===== src/common/rtca_pkg.sv =====
// constants and types shared by the oscillator, timer buffer and match value register set
package rtca_pkg;

  // apb address layout: register index sits in paddr[5:2], byte address = index * 4
  localparam int unsigned ADDR_W = 8;
  localparam int unsigned DATA_W = 32;
  localparam int unsigned BYTE_W = 8;
  localparam int unsigned IDX_LSB = 2;
  localparam int unsigned IDX_MSB = 5;

  // register indices
  localparam logic [3:0] IDX_SNAP0 = 4'h0;
  localparam logic [3:0] IDX_SNAP1 = 4'h1;
  localparam logic [3:0] IDX_SNAP2 = 4'h2;
  localparam logic [3:0] IDX_SNAP3 = 4'h3;
  localparam logic [3:0] IDX_OSC_CTRL = 4'h5;
  localparam logic [3:0] IDX_LOAD_CFG = 4'h6;
  localparam logic [3:0] IDX_PIN_CFG = 4'h7;
  localparam logic [3:0] IDX_MATCH0 = 4'h8;
  localparam logic [3:0] IDX_MATCH1 = 4'h9;
  localparam logic [3:0] IDX_MATCH2 = 4'hA;
  localparam logic [3:0] IDX_MATCH3 = 4'hB;
  localparam logic [3:0] IDX_TIMER_REQ = 4'hC;

  // oscillator control fields
  localparam int unsigned OSC_GAIN_BIT = 7;
  localparam int unsigned OSC_MODE_BIT = 6;
  localparam int unsigned OSC_BIAS_BIT = 5;
  localparam int unsigned OSC_VALID_BIT = 4;
  localparam int unsigned OSC_LFO_BIT = 3;
  localparam logic [7:0] OSC_WR_MASK = 8'hE8;
  localparam logic [7:0] OSC_RD_ZERO = 8'h07;

  // load capacitance configuration fields
  localparam int unsigned CFG_STEP_BIT = 7;
  localparam int unsigned CFG_READY_BIT = 6;
  localparam int unsigned CAP_W = 4;

  // pin configuration and timer request fields
  localparam int unsigned PIN_SHORT_BIT = 7;
  localparam int unsigned REQ_COPY_BIT = 0;
  localparam int unsigned REQ_SET_BIT = 1;
  localparam int unsigned REQ_MATCH_BIT = 2;

  // reset values
  localparam logic [7:0] RST_BYTE = 8'h00;
  localparam logic [31:0] RST_WORD = 32'h0000_0000;
  localparam logic [3:0] RST_CAP = 4'h0;

  // internal slow oscillator present on this variant
  localparam logic LFO_PRESENT = 1'b1;

  // load capacitance step interval
  localparam int unsigned CLK_PERIOD_NS = 8;
  localparam int unsigned LOAD_STEP_NS = 1000;
  localparam int unsigned LOAD_STEP_CYC = (LOAD_STEP_NS + CLK_PERIOD_NS - 1) / CLK_PERIOD_NS;
  localparam int unsigned STEP_CNT_W = 8;
  localparam logic [STEP_CNT_W-1:0] STEP_LAST = STEP_CNT_W'(LOAD_STEP_CYC - 1);
  localparam logic [STEP_CNT_W-1:0] STEP_ZERO = 8'h00;

  // timer transfer engine states
  typedef enum logic [2:0] {
    XF_IDLE = 3'b001,
    XF_LOAD = 3'b010,
    XF_COPY = 3'b100
  } rtca_xfer_t;

endpackage : rtca_pkg


===== src/design/rtca_regs.sv =====
// oscillator control, load capacitance, pin short, timer buffer and match value registers
`timescale 1ns/1ps
`default_nettype none

module rtca_regs
  import rtca_pkg::*;
(
  input wire logic mclk,                     // 125 MHz clock
  input wire logic rst_n,                    // synchronous reset, active low
  input wire logic clkEn,                    // freezes all state while low
  input wire logic psel,                     // apb select
  input wire logic penable,                  // apb access phase
  input wire logic pwrite,                   // apb direction, 1 = write
  input wire logic [ADDR_W-1:0] paddr,       // apb byte address
  input wire logic [DATA_W-1:0] pwdata,      // apb write data
  output logic [DATA_W-1:0] prdata,          // apb read data, registered
  output logic pready,                       // apb ready, no wait states
  output logic pslverr,                      // apb error on unmapped address
  input wire logic oscAmplitudeValid,        // analog amplitude detector, asynchronous
  output logic autoGainEnable,               // gain control enable to oscillator
  output logic oscModeSelect,                // 1 crystal, 0 self-oscillate
  output logic biasDoubleEnable,             // bias doubling to oscillator
  output logic lowFreqOscSelect,             // internal slow oscillator enabled and chosen
  output logic crystalSourceActive,          // crystal path is the clock source
  output logic crystalPinShort,              // shorts crystal_pin_a to crystal_pin_b
  output logic [CAP_W-1:0] loadCapSetting,   // load capacitance code applied now
  output logic [DATA_W-1:0] matchValue,      // 32-bit compare value to the timer
  output logic matchEventEnable,             // match event enable to the timer
  output logic [DATA_W-1:0] timerLoadValue,  // value to load into the timer
  output logic timerLoadReq,                 // asks the timer to take timerLoadValue
  output logic timerCopyReq,                 // asks the timer to present its count
  input wire logic [DATA_W-1:0] timerCountIn,// running timer count, same clock
  input wire logic timerXferAck              // timer completes the pending request
);

  ////////////////////////////////////////////////////////////////////////////////
  // state

  typedef struct packed {
    logic [DATA_W-1:0] snap;          // timer buffer, byte 0 is lsb
    logic [DATA_W-1:0] match;         // match value, byte 0 is lsb
    logic gain;                       // gain control enable
    logic mode;                       // oscillator mode
    logic bias;                       // bias doubling
    logic internal_slow_oscillator;                        // slow oscillator select
    logic stepEn;                     // stepping enable
    logic [CAP_W-1:0] capTarget;      // programmed capacitance
    logic [CAP_W-1:0] capNow;         // applied capacitance
    logic [STEP_CNT_W-1:0] stepCnt;   // cycles since the last step
    logic [7:0] pin;                  // pin short bit plus reserved bits
    logic setReq;                     // load request pending
    logic copyReq;                    // copy request pending
    logic matchEn;                    // match event enable
    rtca_xfer_t xfer;                 // transfer engine state
    logic ampMeta;                    // synchroniser first stage
    logic ampSync;                    // synchroniser second stage
    logic [DATA_W-1:0] rdData;        // read data held for the access phase
    logic slvErr;                     // unmapped address seen in setup
  } rtca_state_t;

  rtca_state_t st_reg;  // registered state
  rtca_state_t st_next; // next state

  logic [3:0] idx;          // register index of the current address
  logic mapped;             // address decodes to a register
  logic setupRd;            // read setup cycle
  logic wrEn;               // write takes effect this edge
  logic [7:0] wrByte;       // low byte of write data
  logic capReady;           // applied capacitance equals target
  logic [DATA_W-1:0] rdVal; // read value of the addressed register

  ////////////////////////////////////////////////////////////////////////////////
  // address decode

  // alignment and upper bits must be clear, otherwise the access is unmapped
  always_comb begin
    idx = paddr[IDX_MSB:IDX_LSB];
    wrByte = pwdata[7:0];
    unique case (idx)
      IDX_SNAP0, IDX_SNAP1, IDX_SNAP2, IDX_SNAP3,
      IDX_OSC_CTRL, IDX_LOAD_CFG, IDX_PIN_CFG,
      IDX_MATCH0, IDX_MATCH1, IDX_MATCH2, IDX_MATCH3, IDX_TIMER_REQ: begin
        mapped = (paddr[IDX_LSB-1:0] == 2'h0) && (paddr[ADDR_W-1:IDX_MSB+1] == 2'h0);
      end
      default: begin
        mapped = 1'b0;
      end
    endcase
    setupRd = psel && !penable && !pwrite;
    wrEn = psel && penable && pwrite && mapped;
  end

  ////////////////////////////////////////////////////////////////////////////////
  // read mux

  // unused and gap bits, other than the pin configuration reserved bits, are built from constant zeros so no write can reach them
  always_comb begin
    capReady = (st_reg.capNow == st_reg.capTarget);
    rdVal = RST_WORD;
    unique case (idx)
      IDX_SNAP0: rdVal[7:0] = st_reg.snap[7:0];
      IDX_SNAP1: rdVal[7:0] = st_reg.snap[15:8];
      IDX_SNAP2: rdVal[7:0] = st_reg.snap[23:16];
      IDX_SNAP3: rdVal[7:0] = st_reg.snap[31:24];
      IDX_OSC_CTRL: begin
        rdVal[OSC_GAIN_BIT] = st_reg.gain;
        rdVal[OSC_MODE_BIT] = st_reg.mode;
        rdVal[OSC_BIAS_BIT] = st_reg.bias;
        rdVal[OSC_VALID_BIT] = st_reg.ampSync;
        rdVal[OSC_LFO_BIT] = st_reg.internal_slow_oscillator;
      end
      IDX_LOAD_CFG: begin
        rdVal[CFG_STEP_BIT] = st_reg.stepEn;
        rdVal[CFG_READY_BIT] = capReady;
        rdVal[CAP_W-1:0] = st_reg.capTarget;
      end
      IDX_PIN_CFG: begin
        // the short bit is write-only; reserved bits read back as stored
        rdVal[PIN_SHORT_BIT-1:0] = st_reg.pin[PIN_SHORT_BIT-1:0];
      end
      IDX_MATCH0: rdVal[7:0] = st_reg.match[7:0];
      IDX_MATCH1: rdVal[7:0] = st_reg.match[15:8];
      IDX_MATCH2: rdVal[7:0] = st_reg.match[23:16];
      IDX_MATCH3: rdVal[7:0] = st_reg.match[31:24];
      IDX_TIMER_REQ: begin
        rdVal[REQ_COPY_BIT] = st_reg.copyReq;
        rdVal[REQ_SET_BIT] = st_reg.setReq;
        rdVal[REQ_MATCH_BIT] = st_reg.matchEn;
      end
      default: rdVal = RST_WORD;
    endcase
    if (!mapped) begin
      rdVal = RST_WORD;
    end
  end

  ////////////////////////////////////////////////////////////////////////////////
  // next state

  always_comb begin
    st_next = st_reg;

    // amplitude detector is asynchronous: two stages before anything reads it
    st_next.ampMeta = oscAmplitudeValid;
    st_next.ampSync = st_reg.ampMeta;

    // read data is sampled in setup so the access phase needs no wait state
    if (setupRd) begin
      st_next.rdData = rdVal;
    end
    if (psel && !penable) begin
      st_next.slvErr = !mapped;
    end

    // transfer engine; completion clears first so a new request in the same edge wins
    unique case (st_reg.xfer)
      XF_IDLE: begin
        if (st_reg.setReq) begin
          st_next.xfer = XF_LOAD;
        end else if (st_reg.copyReq) begin
          st_next.xfer = XF_COPY;
        end
      end
      XF_LOAD: begin
        if (timerXferAck) begin
          st_next.setReq = 1'b0;
          st_next.xfer = XF_IDLE;
        end
      end
      XF_COPY: begin
        if (timerXferAck) begin
          st_next.snap = timerCountIn; // whole word in one edge
          st_next.copyReq = 1'b0;
          st_next.xfer = XF_IDLE;
        end
      end
      // an upset one-hot code falls back to idle; pending request bits restart it
      default: begin
        st_next.xfer = XF_IDLE;
      end
    endcase

    // load capacitance stepping: one code per interval toward the target
    if (!st_reg.stepEn) begin
      st_next.capNow = st_reg.capTarget; // no stepping: apply at once
      st_next.stepCnt = STEP_ZERO;
    end else if (capReady) begin
      st_next.stepCnt = STEP_ZERO;
    end else if (st_reg.stepCnt == STEP_LAST) begin
      st_next.stepCnt = STEP_ZERO;
      if (st_reg.capNow < st_reg.capTarget) begin
        st_next.capNow = st_reg.capNow + 1'b1;
      end else begin
        st_next.capNow = st_reg.capNow - 1'b1;
      end
    end else begin
      st_next.stepCnt = st_reg.stepCnt + 1'b1;
    end

    // software writes, taken at the completing edge of the access phase
    if (wrEn) begin
      unique case (idx)
        IDX_SNAP0: st_next.snap[7:0] = wrByte;
        IDX_SNAP1: st_next.snap[15:8] = wrByte;
        IDX_SNAP2: st_next.snap[23:16] = wrByte;
        IDX_SNAP3: st_next.snap[31:24] = wrByte;
        IDX_OSC_CTRL: begin
          st_next.gain = wrByte[OSC_GAIN_BIT];
          st_next.mode = wrByte[OSC_MODE_BIT];
          st_next.bias = wrByte[OSC_BIAS_BIT];
          st_next.internal_slow_oscillator = wrByte[OSC_LFO_BIT] & LFO_PRESENT;
        end
        IDX_LOAD_CFG: begin
          st_next.stepEn = wrByte[CFG_STEP_BIT];
          st_next.capTarget = wrByte[CAP_W-1:0];
          st_next.stepCnt = STEP_ZERO;            // a new target restarts the interval
        end
        IDX_PIN_CFG: st_next.pin = wrByte;
        IDX_MATCH0: st_next.match[7:0] = wrByte;
        IDX_MATCH1: st_next.match[15:8] = wrByte;
        IDX_MATCH2: st_next.match[23:16] = wrByte;
        IDX_MATCH3: st_next.match[31:24] = wrByte;
        IDX_TIMER_REQ: begin
          // writing 0 cannot cancel a pending transfer; a 1 wins over completion
          if (wrByte[REQ_SET_BIT]) begin
            st_next.setReq = 1'b1;
          end
          if (wrByte[REQ_COPY_BIT]) begin
            st_next.copyReq = 1'b1;
          end
          st_next.matchEn = wrByte[REQ_MATCH_BIT];
        end
        default: st_next.pin = st_reg.pin;
      endcase
    end
  end

  ////////////////////////////////////////////////////////////////////////////////
  // state register

  // every stored field clears on reset except the transfer state, which returns to idle; capacitance and pin bits also start at zero
  always_ff @(posedge mclk) begin
    if (!rst_n) begin
      st_reg.snap <= RST_WORD;
      st_reg.match <= RST_WORD;
      st_reg.gain <= 1'b0;
      st_reg.mode <= 1'b0;
      st_reg.bias <= 1'b0;
      st_reg.internal_slow_oscillator <= 1'b0;
      st_reg.stepEn <= 1'b0;
      st_reg.capTarget <= RST_CAP;
      st_reg.capNow <= RST_CAP;
      st_reg.stepCnt <= STEP_ZERO;
      st_reg.pin <= RST_BYTE;
      st_reg.setReq <= 1'b0;
      st_reg.copyReq <= 1'b0;
      st_reg.matchEn <= 1'b0;
      st_reg.xfer <= XF_IDLE;
      st_reg.ampMeta <= 1'b0;
      st_reg.ampSync <= 1'b0;
      st_reg.rdData <= RST_WORD;
      st_reg.slvErr <= 1'b0;
    end else if (clkEn) begin
      st_reg <= st_next;
    end
  end

  ////////////////////////////////////////////////////////////////////////////////
  // outputs

  // the lfo bit overrides mode, so the crystal path is active only without it
  always_comb begin
    prdata = st_reg.rdData;
    pready = psel && penable;
    pslverr = psel && penable && st_reg.slvErr;
    autoGainEnable = st_reg.gain;
    oscModeSelect = st_reg.mode;
    biasDoubleEnable = st_reg.bias;
    lowFreqOscSelect = st_reg.internal_slow_oscillator;
    crystalSourceActive = st_reg.mode && !st_reg.internal_slow_oscillator;
    crystalPinShort = st_reg.pin[PIN_SHORT_BIT];
    loadCapSetting = st_reg.capNow;
    matchValue = st_reg.match;
    matchEventEnable = st_reg.matchEn;
    timerLoadValue = st_reg.snap;
    timerLoadReq = (st_reg.xfer == XF_LOAD);
    timerCopyReq = (st_reg.xfer == XF_COPY);
  end
endmodule : rtca_regs

`default_nettype wire


===== config.mk =====
export PLATFORM = sky130hd
export DESIGN_NAME = rtca_regs
export DESIGN_NICKNAME = d
export VERILOG_FILES = /design/src/common/rtca_pkg.sv /design/src/design/rtca_regs.sv
export SDC_FILE = /design/constraint.sdc
export NUM_CORES = 1
export LEC_CHECK = 0
export BUFFER_PORTS_ARGS = -buffer_cell sky130_fd_sc_hd__buf_2
export CAP_MARGIN = 25
export CORE_MARGIN = 8
export CORE_UTILIZATION = 30
export DETAILED_ROUTE_END_ITERATION = 10
export PLACE_DENSITY = 0.6
export SYNTH_ARGS = -nofsm -noshare
export SYNTH_HDL_FRONTEND = slang
export SYNTH_SLANG_ARGS = --single-unit
export TNS_END_PERCENT = 50

===== constraint.sdc =====
create_clock -name mclk -period 3.1 [get_ports mclk]
set_input_delay 0.62 -clock mclk [delete_from_list [all_inputs] [get_ports mclk]]
set_output_delay 0.62 -clock mclk [all_outputs]
set_load 0.01 [all_outputs]

==> flow_summary.rst, run 1 <==
.. list-table::
   :header-rows: 1

   * - Metric
     - Value
   * - Antenna violation net count after detailed routing
     - 0
   * - Clock slew seen by the registers of the worst setup and hold paths
     - 0.07 ns
   * - Area Growth Syn to Fin
     - 8.64%
   * - Vertical extent of the die
     - 165 um
   * - Maximum root-to-sink buffer count
     - 2
   * - Areal power density over the cells
     - 409 nW/um^2
   * - Cell variety after synth
     - 65
   * - Remaining Overflow, GRT
     - 0
   * - Total number of vias
     - 5433
   * - Number of sinks handled by clock tree synthesis
     - 110
   * - Setup bufs post-CTS
     - 0
   * - Fill cell total of the finished layout
     - 2304
   * - Placed Instance Area
     - 6930 um^2
   * - Final weighted congestion in routability-driven placement
     - 0.896
   * - Top-Level Pins
     - 191
   * - Sum of buffers and inverters on the critical path
     - 2
   * - Largest net degree at the start of global routing
     - 65
   * - Number of antenna violations at the first check in global routing
     - 2
   * - Setup repair after global routing missed its margin
     - false
   * - Final Cell Area
     - 7250 um^2
   * - Share of synthesized registers carrying an async set or reset
     - 0%
   * - Max-slew violation count
     - 0
   * - Maximum VDD drop
     - 0.258 mV
   * - Die ar.
     - 27300 um^2
   * - Maximum frequency from static timing analysis
     - 408 MHz
   * - Total wire length after detailed routing
     - 21.8 mm
   * - CP peak stage delay
     - 0.46 ns
   * - Worst Max-Slew Pin Slew
     - 0.693 ns
   * - TritonCTS Buffers
     - 9
   * - Leak pwr
     - 3.74 nW
   * - Vias per inst
     - 5.07
   * - H-tree levels
     - 3
   * - Critical-path maximum fanout
     - 5
   * - Most common flop cell mapped by yosys
     - sky130_fd_sc_hd__dfxtp_1
   * - Total global routing track utilization
     - 15.7%
   * - Post-synthesis sequential area ratio
     - 33.0%
   * - Via count of the first global-routing pass
     - 5155
   * - CTS Hold Buffers Added
     - 0
   * - Data arrival time at the worst-slack endpoint
     - 2.71 ns
   * - CP delay by family, top
     - compound AO/OA/AOI/OAI gates
   * - Endpoints failing setup
     - 0
   * - Chain of cells forming the critical path
     - inv_1, ha_1, inv_1, a21oi_1, o21ai_0, ha_1, a21o_1, a21oi_1, xnor2_1, xnor2_1, o21ai_1
   * - Detailed placement HPWL
     - 16.7 mm
   * - Net total in the final layout
     - 874
   * - Total of flip-flops plus latches after synthesis
     - 110
   * - DRC viols
     - 0
   * - Multi-input gate area
     - 3520 um^2
   * - Sequential cell area
     - 2200 um^2
   * - Number of detailed-route iterations in the first pass
     - 5
   * - Clk root buf
     - sky130_fd_sc_hd__clkbuf_16
   * - Relative slew slack
     - 53.8%
   * - Ratio of cells with drive above 1 in the final layout
     - 23.9%
   * - Final Hold Fails
     - 0
   * - Detailed-route wire length per cell
     - 20.4 um
   * - Initial core utilization
     - 30.6%
   * - CP required
     - 3.36 ns
   * - Crit end category
     - flip-flop
   * - Run status
     - complete, no violations
   * - First-pass GRT wire length
     - 32.3 mm
   * - Cell count after synthesis
     - 748
   * - Number of flops mapped to enable cells by yosys
     - 0
   * - Clock latency of the later-clocked register in the worst-skew pair
     - 0.36 ns
   * - Syn Std Cell Area
     - 6680 um^2
   * - Min cycle time layout
     - 2.45 ns
   * - Class of the worst hold path
     - reg2reg
   * - Cells resized by post-CTS repair
     - 0
   * - Final critical-path share of the clock period
     - 79.1%
   * - CP startpoint kind
     - flip-flop
   * - DIE WIDTH
     - 165 um
   * - Clock tree from TritonCTS
     - done
   * - Crit-path slowest cell
     - sky130_fd_sc_hd__o21ai_0
   * - Sum Neg Setup Slack
     - 0 ns
   * - Number of standard-cell rows in the floorplan
     - 54
   * - Clock tree skew after final layout
     - 0.0104 ns
   * - MaxCap Viol Count
     - 0
   * - Warnings, synthesis
     - 0
   * - Core box area
     - 21800 um^2
   * - Path type of the worst setup path
     - reg2reg
   * - Port buffer count
     - 142
   * - Iter 0 DRT Violations
     - 415
   * - Mapped Avg Cell Area
     - 8.93 um^2
[worst paths after layout]
path / slack [ns] / cells after the start / startpoint / end
min: 0.45 / 2 / prdata[3] / prdata[3]
max: 0.65 / 11 / loadCapSetting[0] / loadCapSetting[3]
max reg2reg: 0.65 / 11 / loadCapSetting[0] / loadCapSetting[3]
min reg2reg: 0.45 / 2 / prdata[3] / prdata[3]
[placed cells by master (no fill, tap or decap), types with 3 or more instances in the layout]
| master | count |
|---|---|
| sky130_fd_sc_hd__a31oi_1 | 6 |
| sky130_fd_sc_hd__nand4_1 | 7 |
| sky130_fd_sc_hd__o211a_1 | 33 |
| sky130_fd_sc_hd__nand2_1 | 29 |
| sky130_fd_sc_hd__mux2_1 | 6 |
| sky130_fd_sc_hd__a21boi_2 | 4 |
| sky130_fd_sc_hd__mux2i_1 | 66 |
| sky130_fd_sc_hd__buf_2 | 142 |
| sky130_fd_sc_hd__a221oi_1 | 6 |
| sky130_fd_sc_hd__a21boi_1 | 4 |
| sky130_fd_sc_hd__inv_1 | 11 |
| sky130_fd_sc_hd__a22o_1 | 5 |
| sky130_fd_sc_hd__nor3_1 | 16 |
| sky130_fd_sc_hd__dfxtp_1 | 110 |
| sky130_fd_sc_hd__and3_1 | 4 |
| sky130_fd_sc_hd__nor3b_1 | 5 |
| sky130_fd_sc_hd__o21ai_0 | 6 |
| sky130_fd_sc_hd__and4b_1 | 3 |
| sky130_fd_sc_hd__a21oi_1 | 11 |
| sky130_fd_sc_hd__clkbuf_16 | 9 |
| sky130_fd_sc_hd__conb_1 | 24 |
| sky130_fd_sc_hd__a21o_1 | 6 |
| sky130_fd_sc_hd__or3_1 | 3 |
| sky130_fd_sc_hd__nand2b_1 | 7 |
| sky130_fd_sc_hd__xnor2_1 | 5 |
| sky130_fd_sc_hd__nor2b_1 | 74 |
| sky130_fd_sc_hd__a22oi_1 | 5 |
| sky130_fd_sc_hd__buf_4 | 12 |
| sky130_fd_sc_hd__o21ai_1 | 66 |
| sky130_fd_sc_hd__nand3_1 | 16 |
| sky130_fd_sc_hd__nand4_2 | 4 |
| sky130_fd_sc_hd__ha_1 | 8 |
| sky130_fd_sc_hd__and2_1 | 3 |
| sky130_fd_sc_hd__nor2_1 | 21 |
| sky130_fd_sc_hd__a211oi_1 | 5 |
[Yosys cell counts, types with 6 or more instances]
cell type | instances | area [um^2]
sky130_fd_sc_hd__a21o_1 | 6 | 45.0
sky130_fd_sc_hd__a21oi_1 | 11 | 55.1
sky130_fd_sc_hd__buf_2 | 14 | 70.1
sky130_fd_sc_hd__buf_4 | 107 | 803
sky130_fd_sc_hd__inv_1 | 11 | 41.3
sky130_fd_sc_hd__mux2i_1 | 66 | 661
sky130_fd_sc_hd__clkbuf_1 | 29 | 109
sky130_fd_sc_hd__dfxtp_1 | 110 | 2200
sky130_fd_sc_hd__nor3_1 | 16 | 80.1
sky130_fd_sc_hd__nor2_1 | 21 | 78.8
sky130_fd_sc_hd__nand3_1 | 16 | 80.1
sky130_fd_sc_hd__nor2b_1 | 74 | 463
sky130_fd_sc_hd__o21ai_0 | 6 | 30.0
sky130_fd_sc_hd__ha_1 | 8 | 100
sky130_fd_sc_hd__nand4_1 | 7 | 43.8
sky130_fd_sc_hd__mux2_1 | 6 | 67.6
sky130_fd_sc_hd__a31oi_1 | 6 | 37.5
sky130_fd_sc_hd__nand2_1 | 29 | 109
sky130_fd_sc_hd__a221oi_1 | 6 | 52.6
sky130_fd_sc_hd__o21ai_1 | 66 | 330
sky130_fd_sc_hd__o211a_1 | 33 | 330
sky130_fd_sc_hd__nand2b_1 | 7 | 43.8
[cells by family after synthesis]
logic type,Yosys count,share of synthesized area [%]
XOR/XNOR,6,0.787
AND/OR/NAND/NOR,204,18.0
buffers and inverters,165,15.6
multiplexers,77,12.1
other,1,0.0562
adder cells (fa/ha/maj),9,1.80
AO/OA/AOI/OAI,176,18.6
flip-flops,110,33.0
[layout make-up]
cell class,instances,share of cell area (%)
Inverter,14,0.724
Clock inverter,5,1.12
Antenna cell,1,0.0345
Clock buffer,11,3.35
Tap cell,280,4.83
Timing Repair Buffer,154,11.0
Multi-Input combinational cell,496,48.6
Sequential cell,110,30.4
[power by group]
group	leakage (nW)	total [mW]	internal [mW]	switching, mW
Combinational	2.70	0.259	0.0900	0.169
Clock	0.156	1.28	0.733	0.551
Sequential	0.886	1.43	1.42	0.00846
Total	3.74	2.97	2.24	0.728
[routing by layer]
layer / up-vias / share of wire (%) / track usage, % / routed length (um)
met5: - / 0.055 / 0 / 12
met4: 2 / 2.3 / 6.02 / 510
met3: 28 / 8.8 / 4.29 / 1920
met2: 221 / 42 / 22.6 / 9170
met1: 2568 / 47 / 21.8 / 10200
li1: 2614 / - / - / -
[worst reg2reg max path: stages, from the launching register on]
cell and delay, ns:
sky130_fd_sc_hd__dfxtp_1 0.45, sky130_fd_sc_hd__inv_1 0.09, sky130_fd_sc_hd__ha_1 0.20, sky130_fd_sc_hd__inv_1 0.05
sky130_fd_sc_hd__a21oi_1 0.05, sky130_fd_sc_hd__o21ai_0 0.46, sky130_fd_sc_hd__ha_1 0.34, sky130_fd_sc_hd__a21o_1 0.17
sky130_fd_sc_hd__a21oi_1 0.17, sky130_fd_sc_hd__xnor2_1 0.15, sky130_fd_sc_hd__xnor2_1 0.13, sky130_fd_sc_hd__o21ai_1 0.08
[per-stage QoR]
step	std cells	hold slack (ns)	util, %	worst slack [ns]	total power, mW
global route	1071	0.476	33.2	0.383	3.07
finish	1071	0.452	33.2	0.649	2.97
CTS	1070	0.451	33.2	0.615	2.99
global placement	1054	0.437	31.7	0.435	1.72
detailed placement	1054	0.441	31.7	0.383	1.72
floorplan	771	0.428	-	0.863	1.65
Note: power is estimated with default switching activity, not from simulation.
==> inputs of run 2 (changes only) <==
PLACE_DENSITY = 0.62   (was 0.6)
clock period = 2.07 ns   (was 3.1 ns; I/O delays follow)
==> run 2 against run 1 <==
Effect of this change:
- count of clock-buffer cells in the layout decreased by 2
- maximum frequency increased by 25%
- wire length increased by 3.0%
- setup slack got worse by 0.55 ns
- critical path depth decreased by 1
==> flow_summary.rst, run 2 (synthesis results as in run 1) <==
.. list-table::
   :header-rows: 1

   * - Metric
     - Value
   * - Run status
     - complete, no violations
   * - Areal power density over the cells
     - 580 nW/um^2
   * - R2R Path Start
     - st_reg[62]
   * - Maximum VDD drop
     - 0.375 mV
   * - Placed Instance Area
     - 7380 um^2
   * - Final weighted congestion in routability-driven placement
     - 0.902
   * - Share of power burned in registers
     - 47.6%
   * - Critical-path maximum fanout
     - 3
   * - Ratio of cells with drive above 1 in the final layout
     - 29.2%
   * - Total number of vias
     - 5643
   * - Class of the worst hold path
     - in2reg
   * - Net total in the final layout
     - 922
   * - WHS
     - 0.303 ns
   * - Commonest cells after routing, fill and taps aside
     - sky130_fd_sc_hd__buf_2 (142), sky130_fd_sc_hd__dfxtp_1 (110), sky130_fd_sc_hd__nor2b_1 (74), sky130_fd_sc_hd__mux2i_1 (66), sky130_fd_sc_hd__o21ai_1 (66)
   * - Number of standard-cell rows in the floorplan
     - 54
   * - Clock latency of the later-clocked register in the worst-skew pair
     - 0.37 ns
   * - Total internal power
     - 3.36 mW
   * - TritonCTS Buffers
     - 9
   * - Total global routing track utilization
     - 16.1%
   * - Hold Path Cell Cnt
     - 3
   * - Combinational fraction of design power
     - 9.9%
   * - Antenna violation net count after detailed routing
     - 0
   * - Clock tree from TritonCTS
     - done
   * - CP startpoint kind
     - flip-flop
   * - Leak pwr
     - 4.01 nW
   * - R2R Path End
     - loadCapSetting[3]
   * - Top-Level Pins
     - 191
   * - Area Growth Syn to Fin
     - 15.9%
   * - Diode insertion count for antenna repair
     - 0
   * - Reg2Reg Setup Slack
     - 0.10 ns
   * - Relative contribution of the clock network to total power
     - 42.5%
   * - Final Hold Fails
     - 0
   * - H-tree levels
     - 3
   * - Via count of the first global-routing pass
     - 5354
   * - Number of antenna violations at the first check in global routing
     - 0
   * - Vertical extent of the die
     - 165 um
   * - MaxCap Viol Count
     - 0
   * - First-pass GRT wire length
     - 33.2 mm
   * - Core box area
     - 21800 um^2
   * - Largest net degree at the start of global routing
     - 48
   * - Number of detailed-route iterations in the first pass
     - 5
   * - Relative slew slack
     - 56.7%
   * - Remaining Overflow, GRT
     - 0
   * - Clock slew seen by the registers of the worst setup and hold paths
     - 0.08 ns
   * - Sum Neg Setup Slack
     - 0 ns
   * - Min cycle time layout
     - 1.97 ns
   * - Most frequent standard cell in the layout excluding fill and tap cells
     - sky130_fd_sc_hd__buf_2
   * - Maximum frequency from static timing analysis
     - 508 MHz
   * - DRC viols
     - 0
   * - Worst Max-Slew Pin Slew
     - 0.647 ns
   * - Die ar.
     - 27300 um^2
   * - Final Cell Area
     - 7740 um^2
   * - Port buffer count
     - 142
   * - Total wire length after detailed routing
     - 22.5 mm
   * - DIE WIDTH
     - 165 um
   * - Fraction of power spent switching nets
     - 25.1%
   * - Detailed-route wire length per cell
     - 20.1 um
   * - Vias per inst
     - 5.05
   * - Clock tree skew after final layout
     - 0.00727 ns
   * - CP required
     - 2.33 ns
   * - Iter 0 DRT Violations
     - 497
   * - Worst Hold Path EP
     - st_next[33]
   * - Path type of the worst setup path
     - reg2reg
   * - Number of sinks handled by clock tree synthesis
     - 110
   * - Maximum root-to-sink buffer count
     - 2
   * - Endpoints failing setup
     - 0
   * - Initial core utilization
     - 30.6%
   * - Fill cell total of the finished layout
     - 2242
   * - Final Power
     - 4.49 mW
   * - Crit end category
     - flip-flop
   * - Hold path startpoint
     - oscAmplitudeValid
   * - Setup bufs post-CTS
     - 0
   * - Clk root buf
     - sky130_fd_sc_hd__clkbuf_16
   * - Data arrival time at the worst-slack endpoint
     - 2.23 ns
   * - CTS Hold Buffers Added
     - 0
   * - Net switching component of the power
     - 1.13 mW
   * - Worst r2r path cells
     - 10
   * - Detailed placement HPWL
     - 17.7 mm
   * - Max-slew violation count
     - 0
   * - Final critical-path share of the clock period
     - 95.1%
## run 2: cell count changes in the layout (fill, tap and decap cells not counted), moves of 2 or more
cell                      change
sky130_fd_sc_hd__buf_4       +41
sky130_fd_sc_hd__buf_12       +7
sky130_fd_sc_hd__a21oi_1      -3
sky130_fd_sc_hd__a21oi_2      +3
sky130_fd_sc_hd__ha_1         -2
sky130_fd_sc_hd__ha_4         +2
## run 2: power groups by stage
stage	logic, mW	registers, mW	clock network [mW]
floorplan	0.282	2.18	0
global placement	0.434	2.19	0
detailed placement	0.433	2.19	0
CTS	0.436	2.14	1.95
global route	0.476	2.14	2.02
finish	0.442	2.14	1.91
## run 2: layout make-up
cell class                      count  area [um^2]  share of cell area, %
Multi-Input combinational cell    496         3560                   46.0
Tap cell                          280          350                   4.53
Timing Repair Buffer              202         1250                   16.1
Inverter                           14         52.6                  0.679
Clock buffer                        9          225                   2.91
Clock inverter                      7         97.6                   1.26
Sequential cell                   110         2200                   28.4
## run 2: how the worst max path moves through the flow
stage	from	depth (start not counted)	endpoint	slack, ns
2_1_floorplan	loadCapSetting[0]	11	loadCapSetting[3]	0.06
3_3_place_gp	st_reg[62]	10	loadCapSetting[3]	0.02
3_5_place_dp	paddr[5]	7	prdata[1]	0.002
4_1_cts	st_reg[62]	10	loadCapSetting[3]	0.02
5_1_grt	st_reg[62]	10	loadCapSetting[3]	-0.02
6_report	st_reg[62]	10	loadCapSetting[3]	0.10
## run 2: through the flow
| step | worst slack, ns | utilization [%] | std cells |
|---|---|---|---|
| final | 0.101 | 35.5 | 1118 |
| after global routing | -0.0197 | 35.5 | 1118 |
| after CTS | 0.0212 | 35.3 | 1118 |
| after detailed placement | 0.00226 | 33.8 | 1102 |
| after global placement | 0.0161 | 33.8 | 1102 |
| after floorplan | 0.0562 | - | 771 |
## run 2: what timing repair did
item / in CTS / in global routing
endpoints found under the setup margin: 0 / 2
hold endpoints to repair: 0 / 0
gates resized for setup: 0 / 6
## run 2: worst max-delay path: stages, from the launching register on
cell	delay (ns)
sky130_fd_sc_hd__dfxtp_1	0.31
sky130_fd_sc_hd__inv_1	0.12
sky130_fd_sc_hd__ha_4	0.22
sky130_fd_sc_hd__a21oi_2	0.14
sky130_fd_sc_hd__o21ai_2	0.08
sky130_fd_sc_hd__buf_4	0.15
sky130_fd_sc_hd__ha_1	0.31
sky130_fd_sc_hd__a21oi_2	0.14
sky130_fd_sc_hd__xnor2_1	0.15
sky130_fd_sc_hd__xnor2_1	0.15
sky130_fd_sc_hd__o21ai_1	0.08
## run 2: metal layers
layer  vias to the layer above  track usage, %  routed length (um)
li1                       2720               -                   -
met1                      2671            22.6               10800
met2                       232            24.0                9740
met3                        20            3.37                1560
met4                         0            5.12                 372
met5                         -               0                   0
==> inputs of run 3 (changes only) <==
--- a/config.mk
+++ b/config.mk
@@ -11,4 +11,5 @@
 export CORE_UTILIZATION = 30
 export DETAILED_ROUTE_END_ITERATION = 10
+export HOLD_SLACK_MARGIN = 0.06
 export PLACE_DENSITY = 0.62
 export SYNTH_ARGS = -nofsm -noshare
==> constraint.sdc (replaced) <==
create_clock -name mclk -period 2.07 [get_ports mclk]
set_input_delay 0.414 -clock mclk [delete_from_list [all_inputs] [get_ports mclk]]
set_output_delay 0.414 -clock mclk [all_outputs]
set_load 0.005 [all_outputs]
==> run 3 against run 2 <==
Effect of this change:
- flip-flop and latch count unchanged
- combinational power fell by 2%
- maximum frequency grew 0.38%
- power decreased by 7.0%
- final area decreased by 0.69%
- first-iteration DRC count grew 4.4%
- critical path type unchanged
- via count down 0.46%
- sequential share of layout area up 0.22 points
- clock power down 16%
- non-clock buffer count is 1 lower
- utilization is 0.25 points lower
- largest power group unchanged
- setup slack improved by 0.0074 ns
==> flow_summary.rst, run 3 (synthesis results as in run 1) <==
.. list-table::
   :header-rows: 1

   * - Metric
     - Value
   * - Run status
     - complete, no violations
   * - Crit-path slowest cell
     - sky130_fd_sc_hd__dfxtp_1
   * - Sum of buffers and inverters on the critical path
     - 0
   * - Core box area
     - 21800 um^2
   * - Leak pwr
     - 3.99 nW
   * - Detailed placement HPWL
     - 17.7 mm
   * - Worst r2r path cells
     - 9
   * - Relative slew slack
     - 55.7%
   * - Setup repair after global routing missed its margin
     - false
   * - Fill cell total of the finished layout
     - 2251
   * - Vias per inst
     - 5.04
   * - Fraction of power spent switching nets
     - 24.9%
   * - Via count of the first global-routing pass
     - 5403
   * - Die ar.
     - 27300 um^2
   * - Non-filler instance count after layout
     - 1115
   * - Crit. path cell count
     - 9
   * - Endpoints failing setup
     - 0
   * - Diode insertion count for antenna repair
     - 0
   * - Total global routing track utilization
     - 16.0%
   * - Most frequent standard cell in the layout excluding fill and tap cells
     - sky130_fd_sc_hd__buf_2
   * - Share of power burned in registers
     - 51.2%
   * - CP startpoint kind
     - flip-flop
   * - CP required
     - 2.32 ns
   * - Final critical-path share of the clock period
     - 94.7%
   * - Max-slew violation count
     - 0
   * - Initial core utilization
     - 30.6%
   * - Endpoint of the most critical setup path
     - loadCapSetting[3]
   * - CP delay by family, top
     - adder cells
   * - TritonCTS Buffers
     - 9
   * - Clock tree skew after final layout
     - 0.00473 ns
   * - Sum Neg Setup Slack
     - 0 ns
   * - Library cell appearing most often on the critical path
     - sky130_fd_sc_hd__ha_1
   * - Number of antenna violations at the first check in global routing
     - 0
   * - Detailed-route wire length per cell
     - 20.1 um
   * - Met2 usage
     - 24.2%
   * - Antenna violation net count after detailed routing
     - 0
   * - Number of detailed-route iterations in the first pass
     - 5
   * - Iter 0 DRT Violations
     - 519
   * - WHS
     - 0.313 ns
   * - Total number of vias
     - 5617
   * - Number of sinks handled by clock tree synthesis
     - 110
   * - R2R Path Start
     - loadCapSetting[2]
   * - Remaining Overflow, GRT
     - 0
   * - Maximum frequency from static timing analysis
     - 510 MHz
   * - Relative contribution of the clock network to total power
     - 38.5%
   * - Clock tree from TritonCTS
     - done
   * - Core occupancy in the finished layout
     - 35.2%
   * - Vertical extent of the die
     - 165 um
   * - Top-Level Pins
     - 191
   * - Path type of the worst setup path
     - reg2reg
   * - Worst Max-Slew Pin Slew
     - 0.663 ns
   * - Class of the worst hold path
     - in2reg
   * - Data arrival time at the worst-slack endpoint
     - 2.21 ns
   * - Maximum root-to-sink buffer count
     - 2
   * - Reg2Reg Setup Slack
     - 0.11 ns
   * - Net switching component of the power
     - 1.04 mW
   * - MaxCap Viol Count
     - 0
   * - Multi-input gate area
     - 3580 um^2
   * - Areal power density over the cells
     - 543 nW/um^2
   * - H-tree levels
     - 3
   * - Total wire length after detailed routing
     - 22.4 mm
   * - Setup bufs post-CTS
     - 0
   * - R2R Path End
     - loadCapSetting[3]
   * - CP peak stage delay
     - 0.37 ns
   * - Maximum VDD drop
     - 0.388 mV
   * - Final Power
     - 4.18 mW
   * - Min cycle time layout
     - 1.96 ns
   * - GRT met3 Usage
     - 3.57%
   * - First-pass GRT wire length
     - 33.1 mm
   * - Commonest cells after routing, fill and taps aside
     - sky130_fd_sc_hd__buf_2 (142), sky130_fd_sc_hd__dfxtp_1 (109), sky130_fd_sc_hd__nor2b_1 (74), sky130_fd_sc_hd__mux2i_1 (66), sky130_fd_sc_hd__o21ai_1 (66)
   * - Clock latency of the later-clocked register in the worst-skew pair
     - 0.36 ns
   * - Final weighted congestion in routability-driven placement
     - 0.902
   * - Combinational fraction of design power
     - 10.4%
   * - Clock slew seen by the registers of the worst setup and hold paths
     - 0.07 ns
   * - Cell count after placement
     - 1101
   * - Final Hold Fails
     - 0
   * - Clk root buf
     - sky130_fd_sc_hd__clkbuf_16
   * - DIE WIDTH
     - 165 um
   * - Largest net degree at the start of global routing
     - 48
   * - Net total in the final layout
     - 921
   * - DRC viols
     - 0
   * - Worst Setup SP
     - loadCapSetting[2]
   * - Met1 Use GR
     - 22.4%
   * - Sequential cell area
     - 2200 um^2
   * - Total internal power
     - 3.14 mW
   * - Chain of cells forming the critical path
     - ha_1, nand2_1, o21ai_2, ha_1, a21o_1, a21oi_2, xnor2_2, xnor2_1, o21ai_1
   * - Most Crowded Layer GR
     - met2
   * - Crit end category
     - flip-flop
   * - Critical-path maximum fanout
     - 4
   * - Area Growth Syn to Fin
     - 15.1%
   * - Port buffer count
     - 142
   * - Number of standard-cell rows in the floorplan
     - 54
   * - Ratio of cells with drive above 1 in the final layout
     - 28.9%
-- run 3: cell count changes in the layout (fill, tap and decap cells not counted), sizes merged --
cell / previous run / this run
clkinv: 3 / 1
inv: 14 / 13
clkbuf: 9 / 13
clkinvlp: 2 / 1
bufinv: 2 / 0
buf: 202 / 201
-- run 3: worst min-delay path by stage --
stage	startpoint	end	slack [ns]	cells after the start
3_3_place_gp	prdata[4]	prdata[4]	0.43	2
6_report	oscAmplitudeValid	st_next[33]	0.31	3
3_5_place_dp	prdata[4]	prdata[4]	0.45	2
2_1_floorplan	prdata[6]	prdata[6]	0.43	2
4_1_cts	oscAmplitudeValid	st_next[33]	0.31	3
5_1_grt	oscAmplitudeValid	st_next[33]	0.36	3
-- run 3: layer usage --
| layer | vias up | share of wire [%] |
|---|---|---|
| met5 | - | 0 |
| met1 | 2665 | 47 |
| li1 | 2709 | - |
| met3 | 19 | 8.2 |
| met4 | 0 | 1.5 |
| met2 | 224 | 43 |
-- run 3: layout make-up --
| class | count | share of cell area, % |
|---|---|---|
| clock buffer | 13 | 3.26 |
| tap | 280 | 4.56 |
| multi-input combinational | 496 | 46.6 |
| inverter | 14 | 0.684 |
| sequential | 110 | 28.7 |
| clock inverter | 1 | 0.0977 |
| timing repair buffer | 201 | 16.1 |
-- run 3: repair_timing --
item	4_1_cts	5_1_grt
resized for setup	0	8
setup endpoints to repair	0	2
hold buffers	0	0
hold endpoints to repair	0	0
-- run 3: through the flow --
stage	setup WS [ns]	cell area [um^2]
after floorplan	0.0562	6770
after global placement	0.0301	7370
after detailed placement	0.0323	7370
after CTS	0.00630	7630
after global routing	0.0112	7690
final	0.109	7690
-- run 3: power groups by stage --
stage | registers [mW] | clock network, mW | logic [mW]
floorplan | 2.18 | 0 | 0.270
global placement | 2.19 | 0 | 0.422
detailed placement | 2.19 | 0 | 0.423
CTS | 2.14 | 1.63 | 0.424
global route | 2.14 | 1.73 | 0.465
finish | 2.14 | 1.61 | 0.433
-- run 3: tightest hold or removal path, stage by stage --
cell	delay [ns]
sky130_fd_sc_hd__buf_2	0.07
sky130_fd_sc_hd__mux2i_1	0.06
sky130_fd_sc_hd__nor2b_1	0.09
